[src/core/lmfc_release_pkg.sv]
// shared constants and types of the lmfc release block
package lmfc_release_pkg;
   // datapath shape
   localparam int NUM_LANES    = 2;
   localparam int LANE_W       = 32;
   localparam int OCTETS_PER_CYC = 4;
   localparam int FIFO_DEPTH   = 32;
   localparam int LEVEL_W      = 6;
   localparam int FILL_W       = 10;
   // multiframe length in core-clock cycles (32 octets)
   localparam int LMFC_CYCLES  = 8;
   localparam int LMFC_CNT_W   = 3;
   localparam logic [LMFC_CNT_W-1:0] LMFC_LAST = 3'h7;
   // lmfc_offset_cycles and sysref_always settings
   localparam int OFFSET_W     = 4;
   localparam logic [OFFSET_W-1:0] OFFSET_RST = 4'h0;
   localparam logic                ALWAYS_RST = 1'h0;
   // register byte offsets
   localparam logic [7:0] ADDR_CTRL   = 8'h00;
   localparam logic [7:0] ADDR_STATUS = 8'h04;
   localparam logic [7:0] ADDR_LMFC   = 8'h08;
   localparam logic [7:0] ADDR_FILL0  = 8'h10;
   // control field positions
   localparam int CTRL_OFFSET_LSB = 0;
   localparam int CTRL_ALWAYS_BIT = 4;
   localparam int CTRL_RELINK_BIT = 8;
   // status field positions
   localparam int STAT_STATE_LSB   = 0;
   localparam int STAT_ALIGNED_BIT = 2;
   localparam int STAT_SEEN_BIT    = 3;
   localparam int STAT_OFFSET_LSB  = 8;
   // ahb encodings
   localparam logic [1:0] HTRANS_NONSEQ = 2'h2;
   localparam logic       HRESP_OKAY    = 1'h0;

   typedef enum logic [1:0] {
      ST_WAIT_SYSREF = 2'b00,
      ST_WAIT_DATA   = 2'b01,
      ST_STREAM      = 2'b10
   } rel_state_t;

   typedef struct packed {
      logic        hsel;
      logic [31:0] haddr;
      logic [1:0]  htrans;
      logic        hwrite;
      logic [2:0]  hsize;
   } ahb_req_t;

   typedef struct packed {
      logic [NUM_LANES-1:0]             valid;
      logic [NUM_LANES-1:0][LANE_W-1:0] data;
   } lane_in_t;
endpackage

[src/core/elastic_fifo.sv]
// per-lane alignment fifo with registered read data
`timescale 1ns/1ns
module elastic_fifo #(
   parameter int WIDTH = 32,
   parameter int DEPTH = 32,
   parameter int LW    = 6
) (
   // clock and reset
   input  wire logic             clk,
   input  wire logic             srst,
   // fill side
   input  wire logic             in_valid,
   output logic                  in_ready,
   input  wire logic [WIDTH-1:0] in_data,
   // drain side
   output logic                  out_valid,
   input  wire logic             out_ready,
   output logic [WIDTH-1:0]      out_data,
   // words held, output register included
   output logic [LW-1:0]         level
);
   localparam int AW = $clog2(DEPTH);

   logic [WIDTH-1:0] mem [DEPTH];
   logic [AW-1:0]    wptr_r;
   logic [AW-1:0]    rptr_r;
   logic [LW-1:0]    cnt_r;
   logic             valid_r;
   logic             push;
   logic             pop;

   assign in_ready  = (cnt_r != LW'(DEPTH));
   assign push      = in_valid && in_ready;
   assign pop       = (cnt_r != '0) && (!valid_r || out_ready);
   assign out_valid = valid_r;
   assign level     = cnt_r + LW'(valid_r);

   always_ff @(posedge clk) begin
      if (push) begin
         mem[wptr_r] <= in_data;
      end
   end

   always_ff @(posedge clk) begin
      if (srst) begin
         wptr_r <= '0;
         rptr_r <= '0;
         cnt_r  <= '0;
      end else begin
         if (push) begin
            wptr_r <= wptr_r + AW'(1);
         end
         if (pop) begin
            rptr_r <= rptr_r + AW'(1);
         end
         cnt_r <= cnt_r + LW'(push) - LW'(pop);
      end
   end

   // head word sits in a register so the drain side sees flop outputs
   always_ff @(posedge clk) begin
      if (srst) begin
         valid_r  <= 1'b0;
         out_data <= '0;
      end else if (pop) begin
         valid_r  <= 1'b1;
         out_data <= mem[rptr_r];
      end else if (out_ready) begin
         valid_r  <= 1'b0;
      end
   end
endmodule

[src/core/lmfc_release.sv]
// receive lmfc generation, lane alignment buffering and deterministic release
//
// Chosen here: the register offsets and the AHB-Lite slave port.
`timescale 1ns/1ns
module lmfc_release
   import lmfc_release_pkg::*;
(
   // clock and reset
   input  wire logic                                  clk,
   input  wire logic                                  srst,
   // ahb-lite register slave
   input  wire lmfc_release_pkg::ahb_req_t            ahb_req,
   input  wire logic                                  hready,
   input  wire logic [31:0]                           hwdata,
   output logic [31:0]                                hrdata,
   output logic                                       hreadyout,
   output logic                                       hresp,
   // sysref and lmfc
   input  wire logic                                  sysref,
   output logic                                       lmfc_boundary,
   // lane input stream
   input  wire lmfc_release_pkg::lane_in_t            lane_in,
   output logic [lmfc_release_pkg::NUM_LANES-1:0]     lane_ready,
   // released output stream
   output logic                                       out_valid,
   input  wire logic                                  out_ready,
   output logic [lmfc_release_pkg::NUM_LANES*lmfc_release_pkg::LANE_W-1:0] out_data
);
   import lmfc_release_pkg::*;

   // register state
   logic [OFFSET_W-1:0] lmfc_offset_cycles_r;
   logic                ctrl_always_r;
   logic                relink_r;
   logic                link_rst;
   logic                wr_pend_r;
   logic [7:0]          wr_addr_r;
   logic [31:0]         rd_mux;
   logic                addr_phase;

   // lmfc state
   logic [OFFSET_W-1:0]   offset_active_r;
   logic                  sysref_d_r;
   logic                  sysref_edge;
   logic                  used_evt;
   logic                  seen_r;
   logic                  pend_r;
   logic [OFFSET_W-1:0]   dly_r;
   logic                  align_fire;
   logic                  aligned_r;
   logic [LMFC_CNT_W-1:0] lmfc_cnt_r;
   logic [4:0]            since_r;

   // release state
   rel_state_t                       state_r;
   logic                             release_now;
   logic                             all_valid;
   logic [NUM_LANES-1:0]             lane_out_valid;
   logic [NUM_LANES-1:0][LEVEL_W-1:0] lane_level;
   logic [NUM_LANES-1:0][FILL_W-1:0] fill_r;
   logic                             drain;

   // ---------------- ahb-lite slave: zero wait states, always okay
   assign hreadyout  = 1'b1;
   assign hresp      = HRESP_OKAY;
   assign addr_phase = ahb_req.hsel && ahb_req.htrans[1] && hready;
   assign link_rst   = srst || relink_r;

   always_ff @(posedge clk) begin
      if (srst) begin
         wr_pend_r <= 1'b0;
         wr_addr_r <= '0;
      end else if (hready) begin
         wr_pend_r <= addr_phase && ahb_req.hwrite;
         wr_addr_r <= ahb_req.haddr[7:0];
      end
   end

   always_ff @(posedge clk) begin
      if (srst) begin
         lmfc_offset_cycles_r <= OFFSET_RST;
         ctrl_always_r <= ALWAYS_RST;
         relink_r      <= 1'b0;
      end else begin
         relink_r <= 1'b0;
         if (wr_pend_r && wr_addr_r == ADDR_CTRL) begin
            lmfc_offset_cycles_r <= hwdata[CTRL_OFFSET_LSB +: OFFSET_W];
            ctrl_always_r <= hwdata[CTRL_ALWAYS_BIT];
            relink_r      <= hwdata[CTRL_RELINK_BIT];
         end
      end
   end

   always_comb begin
      rd_mux = '0;
      if (ahb_req.haddr[7:0] == ADDR_CTRL) begin
         rd_mux[CTRL_OFFSET_LSB +: OFFSET_W] = lmfc_offset_cycles_r;
         rd_mux[CTRL_ALWAYS_BIT]             = ctrl_always_r;
      end else if (ahb_req.haddr[7:0] == ADDR_STATUS) begin
         rd_mux[STAT_STATE_LSB +: 2]          = state_r;
         rd_mux[STAT_ALIGNED_BIT]             = aligned_r;
         rd_mux[STAT_SEEN_BIT]                = seen_r;
         rd_mux[STAT_OFFSET_LSB +: OFFSET_W]  = offset_active_r;
      end else if (ahb_req.haddr[7:0] == ADDR_LMFC) begin
         rd_mux[LMFC_CNT_W-1:0] = lmfc_cnt_r;
      end else begin
         for (int i = 0; i < NUM_LANES; i++) begin
            if (ahb_req.haddr[7:0] == ADDR_FILL0 + 8'(4 * i)) begin
               rd_mux[FILL_W-1:0] = fill_r[i];
            end
         end
      end
   end

   // read data is sampled in the address phase, so a read right behind a write sees the old value
   always_ff @(posedge clk) begin
      if (srst) begin
         hrdata <= '0;
      end else if (addr_phase && !ahb_req.hwrite) begin
         hrdata <= rd_mux;
      end
   end

   // ---------------- sysref event handling and delay
   assign sysref_edge = sysref && !sysref_d_r;
   assign used_evt    = sysref_edge && (ctrl_always_r || !seen_r) && !link_rst;

   always_ff @(posedge clk) begin
      if (link_rst) begin
         sysref_d_r <= 1'b0;
         seen_r     <= 1'b0;
      end else begin
         sysref_d_r <= sysref;
         if (used_evt) begin
            seen_r <= 1'b1;
         end
      end
   end

   // delay setting is only latched on reset, so a live change cannot slip the lmfc
   always_ff @(posedge clk) begin
      if (srst) begin
         offset_active_r <= OFFSET_RST;
      end else if (relink_r) begin
         offset_active_r <= lmfc_offset_cycles_r;
      end
   end

   // whole-cycle delay from event to counter reset; each cycle is four octets
   assign align_fire = (used_evt && offset_active_r == '0) || (pend_r && dly_r == '0);

   always_ff @(posedge clk) begin
      if (link_rst) begin
         pend_r <= 1'b0;
         dly_r  <= '0;
      end else if (used_evt && offset_active_r != '0) begin
         pend_r <= 1'b1;
         dly_r  <= offset_active_r - OFFSET_W'(1);
      end else if (pend_r) begin
         if (dly_r == '0) begin
            pend_r <= 1'b0;
         end else begin
            dly_r <= dly_r - OFFSET_W'(1);
         end
      end
   end

   always_ff @(posedge clk) begin
      if (link_rst) begin
         aligned_r  <= 1'b0;
         lmfc_cnt_r <= '0;
      end else if (align_fire) begin
         aligned_r  <= 1'b1;
         lmfc_cnt_r <= LMFC_CNT_W'(1);
      end else begin
         lmfc_cnt_r <= lmfc_cnt_r + LMFC_CNT_W'(1);
      end
   end

   // boundary in the fire cycle itself, then every multiframe after
   assign lmfc_boundary = align_fire || (aligned_r && lmfc_cnt_r == '0);

   // ---------------- lane alignment buffers
   genvar g;
   generate
      for (g = 0; g < NUM_LANES; g++) begin : lane_g
         elastic_fifo #(
            .WIDTH (LANE_W),
            .DEPTH (FIFO_DEPTH),
            .LW    (LEVEL_W)
         ) u_fifo (
            .clk       (clk),
            .srst      (link_rst),
            .in_valid  (lane_in.valid[g]),
            .in_ready  (lane_ready[g]),
            .in_data   (lane_in.data[g]),
            .out_valid (lane_out_valid[g]),
            .out_ready (drain),
            .out_data  (out_data[g*LANE_W +: LANE_W]),
            .level     (lane_level[g])
         );
      end
   endgenerate

   // ---------------- release control
   assign all_valid   = &lane_out_valid;
   assign release_now = (state_r == ST_WAIT_DATA) && lmfc_boundary && all_valid;
   assign out_valid   = ((state_r == ST_STREAM) || release_now) && all_valid;
   // nothing leaves a buffer before release; a stalled sink backs up into lane_ready
   assign drain       = out_valid && out_ready;

   always_ff @(posedge clk) begin
      if (link_rst) begin
         state_r <= ST_WAIT_SYSREF;
      end else begin
         unique case (state_r)
            ST_WAIT_SYSREF: begin
               if (align_fire) begin
                  state_r <= ST_WAIT_DATA;
               end
            end
            ST_WAIT_DATA: begin
               if (release_now) begin
                  state_r <= ST_STREAM;
               end
            end
            ST_STREAM: begin
               state_r <= ST_STREAM;
            end
            default: begin
               state_r <= ST_WAIT_SYSREF;
            end
         endcase
      end
   end

   // fill in octets, frozen at the release boundary
   always_ff @(posedge clk) begin
      if (link_rst) begin
         fill_r <= '0;
      end else if (release_now) begin
         for (int i = 0; i < NUM_LANES; i++) begin
            fill_r[i] <= FILL_W'({lane_level[i], 2'b00});
         end
      end
   end

   // ---------------- checks
   always_ff @(posedge clk) begin
      if (link_rst || used_evt) begin
         since_r <= '0;
      end else if (since_r != 5'h1f) begin
         since_r <= since_r + 5'h1;
      end
   end
endmodule

[config.mk]
export PLATFORM = sky130hd
export DESIGN_NAME = lmfc_release
export DESIGN_NICKNAME = d
export VERILOG_FILES = /design/src/core/lmfc_release_pkg.sv /design/src/core/elastic_fifo.sv /design/src/core/lmfc_release.sv
export SDC_FILE = /design/constraint.sdc
export NUM_CORES = 2
export LEC_CHECK = 0
export ABC_AREA = 1
export BUFFER_PORTS_ARGS = -buffer_cell sky130_fd_sc_hd__buf_2
export CORE_UTILIZATION = 55
export DETAILED_ROUTE_END_ITERATION = 10
export GPL_TIMING_DRIVEN = 0
export PLACE_DENSITY = 0.72
export SLEW_MARGIN = 40
export SYNTH_ARGS = -nofsm -noshare
export SYNTH_HDL_FRONTEND = slang
export SYNTH_HIERARCHICAL = 1
export SYNTH_SLANG_ARGS = --single-unit
[constraint.sdc]
create_clock -name clk -period 5.3 [get_ports clk]
set_clock_uncertainty 0.2 [all_clocks]
set_input_delay 0.53 -clock clk [delete_from_list [all_inputs] [get_ports clk]]
set_output_delay 0.53 -clock clk [all_outputs]
set_load 0.005 [all_outputs]
Yosys cells after proc, flatten, opt, wreduce, memory -nomap -nowiden
Memories as Yosys holds them, arrays and structs flattened. A register that Yosys moved wholly into a read port is not among the register bits. Index checks and enable logic that the tools add are counted.

Latch bits: 0. Output and inout bits: 102. Bits in writable memories: 2048. Logic and storage cells: 129. Memory bits (read-only): 0. Memories: 2. Register bits: 90.

$add $sub $neg: 13. $lt $le $gt $ge: 0. Multiply operators: 0. Reduce and logical (&&, ||, !) cells: 50. Bitwise gates (word level): 1. Shift operators: 0. Div/mod/pow operators: 0. Multiplexer cells: 27. Equality and inequality tests: 11.

Memory list: lane_g[0].u_fifo.mem (words 32, bits a word 32, rd ports 1, clocked after memory_dff 1, write ports 1, RTL line elastic_fifo.sv:24) `logic [WIDTH-1:0] mem [DEPTH];`; lane_g[1].u_fifo.mem (words 32, bits a word 32, rd ports 1, clocked after memory_dff 1, write ports 1, RTL line elastic_fifo.sv:24).

Operators with widths (count): 6-bit by 1-bit adder with 6-bit output (4); 5-bit by 1-bit adder with 5-bit output (second input constant) (4); 1-bit logical AND (20); 4-bit two-way mux (5); 8-bit by 5-bit == test with 1-bit output (second input constant) (2); 8-bit zero test (2); 8-bit two-way mux (2); 6-bit != test (second input constant) (2); 6-bit nonzero test (2); 6-bit by 1-bit subtractor with 6-bit output (2); 1-bit two-way mux (11); 5-bit two-way mux (2); 8-bit by 3-bit == test with 1-bit output (second input constant) (1); 8-bit by 4-bit == test with 1-bit output (second input constant) (1); 4-bit zero test (2); 2-bit two-way mux (4); 4-bit by 1-bit subtractor with 4-bit output (second input constant) (2); 1-bit logical OR (7); 7-bit two-way mux (1); 1-bit zero test (6); 2-bit one-hot mux with 3 select lines (1); 2-bit AND reduction (3); 2-bit nonzero test (3); 2-bit != test (second input constant) (2); other kinds (10) (11).

Depth between registers and ports, before layout
Depth after elaboration: 15. Depth in mapped cells: 24.

Modules after synthesis
The synthesis kept the hierarchy.

Modules (own cells, without submodules): elastic_fifo (lane_g[1].u_fifo) (area an instance 44851.8 um^2, cells an instance 4175, sequential area each 31730.4 um^2, instances 1); elastic_fifo (lane_g[0].u_fifo) (area an instance 44850.5 um^2, cells an instance 4175, sequential area each 31730.4 um^2, instances 1); lmfc_release (area an instance 2791.4 um^2, cells an instance 361, sequential area each 1121.1 um^2, instances 1).

Least setup slack after synthesis
Ideal clock, no wire load.

Path kind: register to register. From: register lane_g[0].u_fifo.cnt_r[2]. To: memory lane_g[0].u_fifo.mem[31][0], enable pin. Clock period less this slack: 3.992 ns. Data arrival time: 3.329 ns. Slack: 1.308 ns. Data required time: 4.636 ns. Stages on the path, launching flop included: 8. Cell sequence: dfxtp_1 > inv_1 > ha_1 > nand4_1 > nand2_1 > inv_1 > nand2_1 > nor3_1.

Word-level cells in the longest chain between the ends: 4.

RTL lines: start, declared (RTL line elastic_fifo.sv:27) `logic [LW-1:0] cnt_r;`; start signal, assigned (RTL line elastic_fifo.sv:56) `cnt_r <= cnt_r + LW'(push) - LW'(pop);`; 6-bit != test (RTL line elastic_fifo.sv:32) `assign in_ready = (cnt_r != LW'(DEPTH));`; net lane_ready (one bit) (RTL line lmfc_release.sv:23) `output logic [lmfc_release_pkg::NUM_LANES-1:0] lane_ready,`; 1-bit logical AND (RTL line elastic_fifo.sv:33) `assign push = in_valid && in_ready;`; 1-bit two-way mux (RTL line elastic_fifo.sv:39) `if (push) begin`; 1-bit two-way mux (not written as such) (RTL line elastic_fifo.sv:40) `mem[wptr_r] <= in_data;`; end, declared (RTL line elastic_fifo.sv:24).

The timed path passes the listed nets, and every way through them passes these cells.

Worst setup path in the final report
From: register lmfc_cnt_r[0]. To: register lane_g[0].u_fifo.cnt_r[4].

Word-level cells in the longest chain between the ends: 11.

RTL lines: start, declared (RTL line lmfc_release.sv:51) `logic [LMFC_CNT_W-1:0] lmfc_cnt_r;`; start signal, assigned (RTL line lmfc_release.sv:176) `lmfc_cnt_r <= lmfc_cnt_r + LMFC_CNT_W'(1);`; 3-bit zero test (RTL line lmfc_release.sv:181) `assign lmfc_boundary = align_fire || (aligned_r && lmfc_cnt_r == '0);`; 1-bit logical AND (RTL line lmfc_release.sv:181); 1-bit logical OR (RTL line lmfc_release.sv:181); 1-bit logical AND (2 in a row) (RTL line lmfc_release.sv:207) `assign release_now = (state_r == ST_WAIT_DATA) && lmfc_boundary && all_valid;`; 1-bit logical OR (RTL line lmfc_release.sv:208) `assign out_valid = ((state_r == ST_STREAM) || release_now) && all_valid;`; 1-bit logical AND (RTL line lmfc_release.sv:208); 1-bit logical AND (RTL line lmfc_release.sv:210) `assign drain = out_valid && out_ready;`; net drain (RTL line lmfc_release.sv:61) `logic drain;`; 1-bit logical OR (RTL line elastic_fifo.sv:34) `assign pop = (cnt_r != '0) && (!valid_r || out_ready);`; 1-bit logical AND (RTL line elastic_fifo.sv:34); net lane_g[0].u_fifo.pop (RTL line elastic_fifo.sv:30) `logic pop;`; 6-bit by 1-bit subtractor with 6-bit output (RTL line elastic_fifo.sv:56).

The timed path passes the listed nets, and every way through them passes these cells. A chain may end at the register's enable or synchronous reset.

==> impl_metrics.yaml <==
cts:
  cts_sinks: 2202
  cts_root_buf: "clkbuf_16"
  clock_path_buffers: 3
  cts_buffers: 212
  clock_latency_ps: 850
  clk_pin_slew_ps: 60
  cts_tree: "yes"
  cts-htree-levels: 4
status:
  status: "complete, no violations"
placed_design:
  io_buffers: 166
  post-place-ws_ps: 163
  dp.final_hpwl_microns: 186000
  gp_congestion: 1.00
logic_synthesis:
  ys_ff_latch: 2202
  synth.top_cells.by_area: "edfxtp_1 66%, nand2_1 12%, nand3_1 6.8%"
  yosysTopAreaCell: "edfxtp_1"
  synth_warnings: 6
  yosys.area.top_type_share_pct: 66.5
  avgSynthCellArea_sq_um: 10.6
  synth_cell_types: 43
  seq_area_frac_synth_pct: 69.8
  syn-instance-count: 8711
  synth-async-reset-ratio_pct: 0
  synth-edff-count: 2048
  synthFlopType: "edfxtp_1"
  netlist_area_sq_mm: 0.0925
worst_setup_path:
  startpoint_type: "flop"
  worstSetupEndpointType: "flop"
  worstPathRequired_ps: 5860
  worstSetupPathType: "reg -> reg"
  crit_fanout: 10
  cp_data_arrival_time_ps: 5410
global_route:
  antenna_found_initial: 21
  grt_usage_pct: 32.0
  globalRoute.totalOverflow: 0
  grt_max_degree: 33
  grt_pass1_wl_microns: 397000
  first_global_vias: 64000
timing:
  setup_viol: 0
  hold_violations: 0
  fin_ws_ps: 457
  period_needed_ps: 4840
  slew_viol_final: 0
  relSlewSlack_pct: 38.0
  min_period_over_period_pct: 91.4
  grt_setup_unrepaired: "false"
  fmax_ghz: 0.206
  worst_pin_slew_ps: 930
pwr:
  pwr_density_cell_mw_per_mm2: 457
  worst_ir_drop_vdd_mv: 0.381
  leakage_nw: 42.6
routing:
  via_per_inst: 5.70
  drc: 0
  final_antenna_net_count: 0
  drt_iter0_drc: 8227
  postRouteWirelength_microns: 274000
  vias: 66500
  post_drt_wl_per_cell_microns: 23.5
  first_pass_iters: 8
die:
  io_pins: 244
  die_w_microns: 412
  die_y_microns: 412
  coreArea_sq_mm: 0.167
  start_util_pct: 55.4
  die_area_sq_mm: 0.170
  rows: 150
finish:
  drive_gt1_share_pct: 10.3
  nNetsFinal: 9468
  area_delta_synth_final_pct: 15.2
  fin_util_pct: 63.8
job:
  drv_cap: 0
min_path:
  hp-class: "in -> reg"
[state kept, by name, indices dropped and copies added (netlist names)]
signal                   cells
lane_g.u_fifo/mem         2048
hrdata                      12
lane_g.u_fifo/out_data      64
lane_g.u_fifo/out_valid      2
sysref_d_r                   1
aligned_r                    1
wr_pend_r                    1
pend_r                       1
lmfc_cnt_r                   3
seen_r                       1
lane_g.u_fifo/rptr_r        10
relink_r                     1
lane_g.u_fifo/cnt_r         12
offset_active_r              4
lmfc_offset_cycles_r         4
ctrl_always_r                1
wr_addr_r                    8
fill_r                      12
state_r                      2
dly_r                        4
lane_g.u_fifo/wptr_r        10
[cells in the final DEF, fill, tap and decap left out, types with 5 or more instances in the layout]
cell type and instances:
a21oi_1 253, buf_1 49, buf_16 63, buf_2 354, buf_4 52, buf_6 42, buf_8 46, bufinv_16 19
clkbuf_1 196, clkbuf_16 219, clkbuf_2 10, clkbuf_8 6, clkinv_1 37, clkinv_2 38, conb_1 22, dfxtp_1 154
diode_2 12, dlygate4sd3_1 53, edfxtp_1 2048, ha_1 44, inv_1 925, inv_2 12, nand2_1 2836, nand2_2 8
nand3_1 1252, nand4_1 6, nor2_1 449, nor2_4 63, nor3_1 6, o21ai_0 115, o21ai_1 5, o21ai_2 6
xor2_1 9
[worst paths after layout]
check	from	slack [ps]	cells after the start	end
worst max-delay path	lmfc_cnt_r[0]	460	23	lane_g[0].u_fifo/cnt_r[4]
worst min-delay path	lane_in[55]	50	1	lane_g[1].u_fifo/mem[3][23]
worst max register to register	lmfc_cnt_r[0]	460	23	lane_g[0].u_fifo/cnt_r[4]
worst min register to register	fill_r[6]	250	2	fill_r[6]
[worst max-delay path: stages (launching register included)]
cell	delay, ps
dfxtp_1	360
inv_1	70
ha_1	190
nand3b_1	130
nand3_4	110
nand2_4	120
buf_8	160
a21boi_1	150
inv_1	80
nand2_1	60
nand2_1	520
clkinv_1	590
clkbuf_1	390
ha_1	370
inv_1	40
ha_1	200
fa_1	410
nand2_1	70
inv_1	50
nor2_1	90
nor2_1	50
nor2_1	120
o21ai_0	90
a21oi_1	160
[cell families after synthesis]
logic type	share of synthesized area [%]
simple gates	20.7
fa+ha+maj	0.638
xor+xnor	0.0947
other cells	0.00812
compound gates	2.19
flops	69.8
buf+inv	6.52
[area by class of cell]
type                       instances  area (sq um)
antenna                           12          30.0
buffer                           478          2510
clock buffer                     278          5770
clock inverter                   105          1060
fill                           12300         60500
inverter                         939          3520
multi-input combinational       5112         22400
sequential                      2202         64600
tap                             2204          2760
timing repair buffer             335          3850
[where the power goes]
group / internal [W] / switching [W] / total [W]
Combinational: 0.00368 / 0.0101 / 0.0138
Clock: 0.00855 / 0.00643 / 0.0150
Sequential: 0.0195 / 0.000330 / 0.0198
Total: 0.0317 / 0.0169 / 0.0486
[layer usage]
metal / vias to the layer above / global-route usage, % / part of all wire [%]
li1: 30000 / - / -
met1: 31600 / 38.1 / 35
met2: 4041 / 51.7 / 47
met3: 907 / 7.31 / 11
met4: 14 / 22.3 / 7.8
met5: - / 0 / 0.029
[cell usage after synthesis (9+ instances only)]
cell and instances:
a21oi_1 253, buf_1 51, buf_2 200, buf_4 31
buf_6 41, clkbuf_1 152, dfxtp_1 154, edfxtp_1 2048
ha_1 44, inv_1 925, inv_2 12, nand2_1 2840
nand3_1 1252, nor2_1 511, o21ai_0 115, xor2_1 9
[stage by stage]
stage | TNS (ps) | total power (W) | instances | cell area (sq um) | hold slack (ps)
floorplan | 0 | 0.0280 | 8731 | 92600 | 228
global placement | -21370 | 0.0330 | 11100 | 96200 | 241
detailed placement | 0 | 0.0334 | 11200 | 99100 | 247
CTS | 0 | 0.0483 | 11600 | 106000 | 6.72
global route | 0 | 0.0503 | 11700 | 106000 | 31.1
finish | 0 | 0.0486 | 11700 | 107000 | 45.9
[repair_timing]
item	4_1_cts	5_1_grt
setup endpoints to repair	0	1
setup buffers	0	0
hold buffers	40	13
gates resized for setup	0	1
hold endpoints to repair	250	228
Power figures use the tool's default switching activity.
